<file path="src/hdl/regconv_pkg.sv">
// Package: constants and types for the generic register access bank
package regconv_pkg;
   // Byte-wide peripheral registers
   localparam int unsigned DATA_W          = 8;
   localparam int unsigned ADDR_W          = 3;
   // Register indices on the internal peripheral bus
   localparam logic [2:0]  ADDR_CTRL       = 3'h0;  // Read/write control with reserved bits
   localparam logic [2:0]  ADDR_STATUS     = 3'h1;  // Read-only status
   localparam logic [2:0]  ADDR_CMD        = 3'h2;  // Write-only command
   localparam logic [2:0]  ADDR_FLAGS_SET  = 3'h3;  // Set alias of flag storage
   localparam logic [2:0]  ADDR_FLAGS_CLR  = 3'h4;  // Clear alias of flag storage
   localparam logic [2:0]  ADDR_DEBUG      = 3'h5;  // Debug control, survives soft reset
   // Implemented bits of the control register; the rest are reserved
   localparam logic [7:0]  CTRL_MASK       = 8'h1f;
   // Field position of the two-bit mode field inside status
   localparam int unsigned MODE_LSB        = 3;
   // Reserved encoding of the mode field and its safe replacement
   localparam logic [1:0]  MODE_RESERVED   = 2'h3;
   localparam logic [1:0]  MODE_SAFE       = 2'h0;
   // Reset values
   localparam logic [7:0]  CTRL_RESET      = 8'h00;
   localparam logic [7:0]  CMD_RESET       = 8'h00;
   localparam logic [7:0]  FLAGS_RESET     = 8'h00;
   localparam logic [7:0]  DEBUG_RESET     = 8'h00;
   localparam logic [7:0]  ZERO_BYTE       = 8'h00;
   // Write strobe and read request bundle from the peripheral bus
   typedef struct packed {
      logic             wr;     // Write strobe
      logic             rd;     // Read strobe
      logic [2:0]       addr;   // Register index
      logic [7:0]       wdata;  // Write data
   } bus_req_type;
   // Whole state of the register bank
   typedef struct packed {
      logic [7:0]       ctrl;   // Read/write storage
      logic [7:0]       cmd;    // Last command, write-only
      logic             cmd_stb;// One-cycle command pulse
      logic [7:0]       flags;  // Shared set/clear storage
      logic [7:0]       debug;  // Debug control
      logic [7:0]       rdata;  // Registered read data
   } bank_state_type;
endpackage

</file>
<file path="src/hdl/reg_access_bank.sv">
// Register bank showing the generic peripheral register access conventions
`timescale 1ns/1ps
module reg_access_bank
(
   input  wire logic                       clk,
   input  wire logic                       resetn,
   input  wire logic                       soft_reset,
   input  wire regconv_pkg::bus_req_type   bus_req,
   input  wire logic                       set_same_cycle,
   input  wire logic [7:0]                 set_same_data,
   input  wire logic [7:0]                 hw_status,
   output logic [7:0]                      rdata,
   output logic [7:0]                      ctrl_out,
   output logic [7:0]                      flags_out,
   output logic [7:0]                      debug_out,
   output logic [7:0]                      cmd_out,
   output logic                            cmd_strobe
);

   regconv_pkg::bank_state_type state_reg;   // Registered state
   regconv_pkg::bank_state_type state_next;  // Next state
   logic [7:0]                  status_view; // Status as presented to software
   logic [7:0]                  set_bits;    // Bits set this cycle
   logic [7:0]                  clr_bits;    // Bits cleared this cycle

   // Replace a reserved mode encoding in a status byte
   function automatic logic [7:0] sanitize(input logic [7:0] v);
      logic [7:0] r;
      r = v;
      if (v[regconv_pkg::MODE_LSB +: 2] == regconv_pkg::MODE_RESERVED)
      begin
         r[regconv_pkg::MODE_LSB +: 2] = regconv_pkg::MODE_SAFE;
      end
      return r;
   endfunction

   // Write hit on a given index
   function automatic logic wr_hit(input regconv_pkg::bus_req_type q, input logic [2:0] a);
      return q.wr && (q.addr == a);
   endfunction

   // Status view never shows a reserved field value
   always_comb
   begin
      status_view = sanitize(hw_status);
   end

   // Next-state logic for all registers
   always_comb
   begin
      state_next = state_reg;
      state_next.cmd_stb = 1'b0;
      set_bits = regconv_pkg::ZERO_BYTE;
      clr_bits = regconv_pkg::ZERO_BYTE;
      // Read/write control keeps only implemented bits
      if (wr_hit(bus_req, regconv_pkg::ADDR_CTRL))
      begin
         state_next.ctrl = bus_req.wdata & regconv_pkg::CTRL_MASK;
      end
      // Write-only command captures data and pulses
      if (wr_hit(bus_req, regconv_pkg::ADDR_CMD))
      begin
         state_next.cmd = bus_req.wdata;
         state_next.cmd_stb = 1'b1;
      end
      // Debug control is plain read/write
      if (wr_hit(bus_req, regconv_pkg::ADDR_DEBUG))
      begin
         state_next.debug = bus_req.wdata;
      end
      // Alias writes only act on bits written as one
      if (wr_hit(bus_req, regconv_pkg::ADDR_FLAGS_SET))
      begin
         set_bits = bus_req.wdata;
      end
      if (set_same_cycle)
      begin
         set_bits = set_bits | set_same_data;  // Second port for a simultaneous set
      end
      if (wr_hit(bus_req, regconv_pkg::ADDR_FLAGS_CLR))
      begin
         clr_bits = bus_req.wdata;
      end
      // Clear applied after set so it takes precedence
      state_next.flags = (state_reg.flags | set_bits) & ~clr_bits;
      // Writes to status fall through untouched
      // Read mux, unmapped indices read zero
      state_next.rdata = regconv_pkg::ZERO_BYTE;
      if (bus_req.rd)
      begin
         if (bus_req.addr == regconv_pkg::ADDR_CTRL)
         begin
            state_next.rdata = state_reg.ctrl & regconv_pkg::CTRL_MASK;
         end
         else if (bus_req.addr == regconv_pkg::ADDR_STATUS)
         begin
            state_next.rdata = status_view;
         end
         else if (bus_req.addr == regconv_pkg::ADDR_CMD)
         begin
            state_next.rdata = regconv_pkg::ZERO_BYTE;
         end
         else if (bus_req.addr == regconv_pkg::ADDR_FLAGS_SET || bus_req.addr == regconv_pkg::ADDR_FLAGS_CLR)
         begin
            state_next.rdata = state_reg.flags;
         end
         else if (bus_req.addr == regconv_pkg::ADDR_DEBUG)
         begin
            state_next.rdata = state_reg.debug;
         end
         else
         begin
            state_next.rdata = regconv_pkg::ZERO_BYTE;
         end
      end
      // Soft reset restores all but debug control and registered read data
      if (soft_reset)
      begin
         state_next.ctrl    = regconv_pkg::CTRL_RESET;
         state_next.cmd     = regconv_pkg::CMD_RESET;
         state_next.cmd_stb = 1'b0;
         state_next.flags   = regconv_pkg::FLAGS_RESET;
      end
   end

   // State register, power reset loads every reset value
   always_ff @(posedge clk or negedge resetn)
   begin
      if (!resetn)
      begin
         state_reg.ctrl    <= regconv_pkg::CTRL_RESET;
         state_reg.cmd     <= regconv_pkg::CMD_RESET;
         state_reg.cmd_stb <= 1'b0;
         state_reg.flags   <= regconv_pkg::FLAGS_RESET;
         state_reg.debug   <= regconv_pkg::DEBUG_RESET;
         state_reg.rdata   <= regconv_pkg::ZERO_BYTE;
      end
      else
      begin
         state_reg <= state_next;
      end
   end

   // Outputs straight from flip-flops
   assign rdata      = state_reg.rdata;
   assign ctrl_out   = state_reg.ctrl;
   assign flags_out  = state_reg.flags;
   assign debug_out  = state_reg.debug;
   assign cmd_out    = state_reg.cmd;
   assign cmd_strobe = state_reg.cmd_stb;
endmodule // reg_access_bank

</file>
<file path="config.mk">
export PLATFORM = sky130hd
export DESIGN_NAME = reg_access_bank
export DESIGN_NICKNAME = d
export VERILOG_FILES = /design/src/hdl/regconv_pkg.sv /design/src/hdl/reg_access_bank.sv
export SDC_FILE = /design/constraint.sdc
export NUM_CORES = 1
export LEC_CHECK = 0
export ABC_AREA = 1
export BUFFER_PORTS_ARGS = -buffer_cell sky130_fd_sc_hd__buf_4
export CAP_MARGIN = 20
export CORE_UTILIZATION = 30
export CTS_CLUSTER_DIAMETER = 40
export DETAILED_ROUTE_END_ITERATION = 10
export GPL_TIMING_DRIVEN = 0
export PLACE_DENSITY = 0.59
export SETUP_SLACK_MARGIN = 0.1
export SLEW_MARGIN = 20
export SYNTH_ARGS = -nofsm -noshare
export SYNTH_HDL_FRONTEND = slang
export SYNTH_SLANG_ARGS = --single-unit
</file>
<file path="constraint.sdc">
create_clock -name clk -period 2 [get_ports clk]
set_input_delay 0.4 -clock clk [delete_from_list [all_inputs] [get_ports clk]]
set_output_delay 0.4 -clock clk [all_outputs]
set_load 0.005 [all_outputs]
</file>
# Word-level counts from Yosys, hierarchy flattened
# Index checks and enable logic that the tools add are counted.
word_totals:
  ff_bits: 41
  latchBits: 0
  ramBits: 0
  rom_bits: 0
  output_inout_bits: 41
  n_memories: 0
classes:
  addsub: 0
  mul: 0
  div_mod_pow: 0
  order_cmp: 0
  n_eq_ne: 6
  shifts: 0
  muxes: 13
  n_bitwise: 4
  reduce_logical: 9
ops:
  columns: ["operator", "n"]
  rows:
  - ["$mux W8", 10]
  - ["$mux W25", 1]
  - ["$or A8 B8 Y8", 2]
  - ["$mux W9", 1]
  - ["$and A8 B8 Y8", 1]
  - ["$not A8 Y8", 1]
  - ["$eq A3 B2 Y1 const B", 2]
  - ["$eq A3 B3 Y1 const B", 2]
  - ["$logic_and A1 B1 Y1", 5]
  - ["$reduce_bool A2 Y1", 2]
  - ["$eq A3 B1 Y1 const B", 1]
  - ["$logic_not A3 Y1", 1]
  - ["$eq A2 B2 Y1 const B", 1]
  - ["$mux W2", 1]
  - ["$logic_or A1 B1 Y1", 1]

# Logic depth before layout (Yosys ltp)
depth:
  depth_word: 8
  mapped_depth: 8

# Least setup slack after synthesis
# OpenSTA, ideal clock, no wires.
synth_timing:
  path_type: "input to register"
  start: "in bus_req[9] (netlist bit)"
  end: "reg state_reg (netlist bit ctrl_out[0])"
  setup_time_ns: 0.135
  arrival_time_ns: 1.147
  required_ns: 1.865
  path_slack_ns: 0.718
  cell_stages: 7
  n_path_buf: 1
  path_cell_list: "buf_6 > nor2_1 > nand3_1 > nand2_1 > inv_1 > nand2_1 > o31ai_1"
synth_between:
  elab_chain_cells: 3
synth_lines:
  columns: ["element", "line", "text"]
  rows:
  - ["start, declared", "reg_access_bank.sv:8", "input wire regconv_pkg::bus_req_type bus_req,"]
  - ["$logic_not A3 Y1", "reg_access_bank.sv:39", "return q.wr && (q.addr == a);"]
  - ["$logic_and A1 B1 Y1", "reg_access_bank.sv:39", null]
  - ["$reduce_bool A2 Y1 (no line)", null, null]
  - ["end signal, assigned", "reg_access_bank.sv:140", "state_reg <= state_next;"]
  - ["end, declared", "reg_access_bank.sv:20", "regconv_pkg::bank_state_type state_reg;"]
# No other way between the ends.
# A chain may end at the register's enable or synchronous reset.

# Final worst setup path
layout_timing:
  start: "reg state_reg (netlist bit flags_out[1])"
  end: "out flags_out[1]"
layout_rtl:
  columns: ["element", "line", "text"]
  rows:
  - ["end, declared", "reg_access_bank.sv:14", "output logic [7:0] flags_out,"]
# No word-level cell between the ends.

==> results.txt <==
Top Ports - 74
largest stage delay on the critical path - 0.43 ns
critical path arrival - 0.88 ns
Tot Pwr - 2.007 mW
Reg2Reg Setup Slack - 1.14 ns
crit-path max FO - 3
PwrDens - 772.8 mW/mm²
Detailed Place HPWL - 3798 µm
CTS root buffer - clkbuf_8
Critical R2R Launch - flags_out[5]$_DFF_PN0_
total track usage - 0.1636
wire per inst - 13.52 µm
post-synth cell types - 23
reg2reg path depth - 3
Die Y - 80.38 µm
Die W - 80.38 µm
Crit path max-delay family - flip-flops
Final Cycle Share - 0.6402
Post-Syn Area per Cell - 8.572 µm²
Hold Fails Final Rpt - 0
beginning of the critical path - flags_out[1]$_DFF_PN0_
vias per std cell - 4.625
final core utilization - 0.4387
fmax - 781.0 MHz
core area - 0.005921 mm²
largest net degree at the start of global routing - 39
Final Setup Violations - 0
layout cell share with drive strength beyond 1 - 0.3072
Hold Crit Class - in -> async
Levels on crit path - 1
register area share after synthesis - 0.5160
1st-pass router iterations - 4
Peak VDD IR - 0.0004001 V
# Post-CTS Setup Buffers - 0
Bufs on Longest Clock Path - 2
GPL Wtd Cong - 0.7750
worst clock skew - 0.006595 ns
RSZ-0062 raised after global routing - false
Inserted Clock Buffers - 5
critical-path cell list - buf_4
Setup WS pre-CTS - 0.5135 ns
ANT cells - 0
Fill cells - 615
total grt overflow - 0
routed wire length - 4976 µm
Buf/Inv on CP - 1
# DRC - 0
H-tree levels - 2
cts hold-fix bufs - 0
status - finished, final reports clean
Register Area - 950.9 µm²
Final ANT Viol Nets - 0
Slew Viols, Final - 0
Yosys top cell area share - 0.5160
vias - 1702
Clk Latency, worst-skew pair - 0.30 ns
Port Buffer Count - 68
cells after synthesis - 215
num rows - 28
Worst EP required - 1.60 ns
multi-input logic area - 740.7 µm²
dominant cell type by area after synthesis - dfrtp_1
startpoint types - register
final worst path period need - 1.280 ns
worst r2r dst - flags_out[5]$_DFF_PN0_
final instance area - 0.002597 mm²
Setup TNS - 0 ns
Layout area overhead - 40.94%
antenna violations before repair - 0
clk slew on worst S/H paths - 0.08 ns
Die ar. - 0.006461 mm²
Max-cap violations - 0
final worst setup slack - 0.7197 ns
YS warnings - 0
final net count - 325
Iter 0 DRT Violations - 70
cell area after synthesis - 0.001843 mm²
clock sinks - 38
Leak - 1.394 nW
Resized cells post-CTS - 0
crit end category - primary output
ranking of synthesized cells by area - dfrtp_1 (52%), nand2_1 (9.2%), nand3_1 (6.8%), o21ai_0 (5.7%), inv_1 (4.5%)
Starting Density - 0.3113
Placed Area - 0.002455 mm²
Setup Crit Path Kind - reg -> out
vias in the first global route - 1533
slowest CP cell - dfrtp_1
Synth Register Bits - 38
first-pass GRT wire length - 7659 µm
CP Capture Point - flags_out[1]
CTS tree - done
-- how the worst min path moves through the flow --
stage / startpoint / end / slack [ns] / cells after the start
final: resetn / rdata[1]$_DFF_PN0_ / 0.06 / 1
after global routing: resetn / ctrl_out[0]$_DFFE_PN0P_ / 0.08 / 1
after CTS: resetn / rdata[3]$_DFF_PN0_ / 0.08 / 1
after detailed placement: resetn / rdata[3]$_DFF_PN0_ / 0.40 / 1
after global placement: resetn / rdata[2]$_DFF_PN0_ / 0.40 / 1
after floorplan: resetn / cmd_out[0]$_DFFE_PN0P_ / 0.10 / 0
-- layout by cell type (no fill, tap or decap), drive strengths merged --
| cell type | netlist | final |
|---|---|---|
| buf | 9 | 77 |
| nand2 | 46 | 46 |
| dfrtp | 38 | 38 |
| nand3 | 26 | 26 |
| inv | 24 | 24 |
| o21ai | 21 | 21 |
| nor2 | 17 | 17 |
| o31ai | 10 | 10 |
| a21oi | 8 | 8 |
| o21a | 8 | 8 |
| clkbuf | 1 | 7 |
| o211ai | 3 | 3 |
| conb | 1 | 3 |
| bufinv | 0 | 2 |
| nand4 | 2 | 2 |
| nor3 | 1 | 1 |
-- synthesized netlist by cell type, drive strengths merged --
master	number
conb	1
nand3	26
o211ai	3
nor3	1
nand2	46
nor2	17
a21oi	8
o21a	8
buf	9
o21ai	21
o31ai	10
dfrtp	38
clkbuf	1
nand4	2
inv	24
-- logic make-up after synthesis --
| kind of cell | count (synthesis) | share of synthesized area |
|---|---|---|
| AO/OA/AOI/OAI | 50 | 0.1643 |
| buffers and inverters | 34 | 0.08622 |
| other | 1 | 0.002035 |
| AND/OR/NAND/NOR | 92 | 0.2315 |
| flip-flops | 38 | 0.5160 |
-- layer usage --
metal	part of all wire	up-vias	track usage	wire, µm
li1	-	860	-	-
met3	0.066	7	0.05568	328
met5	0	-	0	0
met1	0.48	784	0.2291	2381
met2	0.44	51	0.2364	2212
met4	0.011	0	0.04821	53
-- where the power goes --
group / switching [mW] / total, mW / internal, mW
clock network: 0.281 / 0.813 / 0.532
logic: 0.156 / 0.322 / 0.166
registers: 0.0492 / 0.873 / 0.824
total: 0.486 / 2.01 / 1.52
-- through the flow --
stage / hold WS, ns / cells
final: 0.05789 / 368
after global routing: 0.08150 / 368
after CTS: 0.07896 / 368
after detailed placement: 0.4000 / 360
after global placement: 0.3975 / 360
after floorplan: 0.1044 / 217
-- state kept, by name (all words and copies together), names as in the netlist --
signal / count
cmd_out: 8
debug_out: 8
flags_out: 8
rdata: 8
ctrl_out: 5
cmd_strobe: 1
-- cell type report --
cell class              instances  share of cell area
flip-flops and latches         38              0.3661
multi-input cells             145              0.2852
repair buffers                 68              0.1965
well taps                      75             0.03613
inverters                      24             0.03468
clock buffers                   6             0.03179
plain buffers                  10             0.02649
clock inverters                 2             0.02312
No activity file was read; power rests on OpenSTA's default activity.
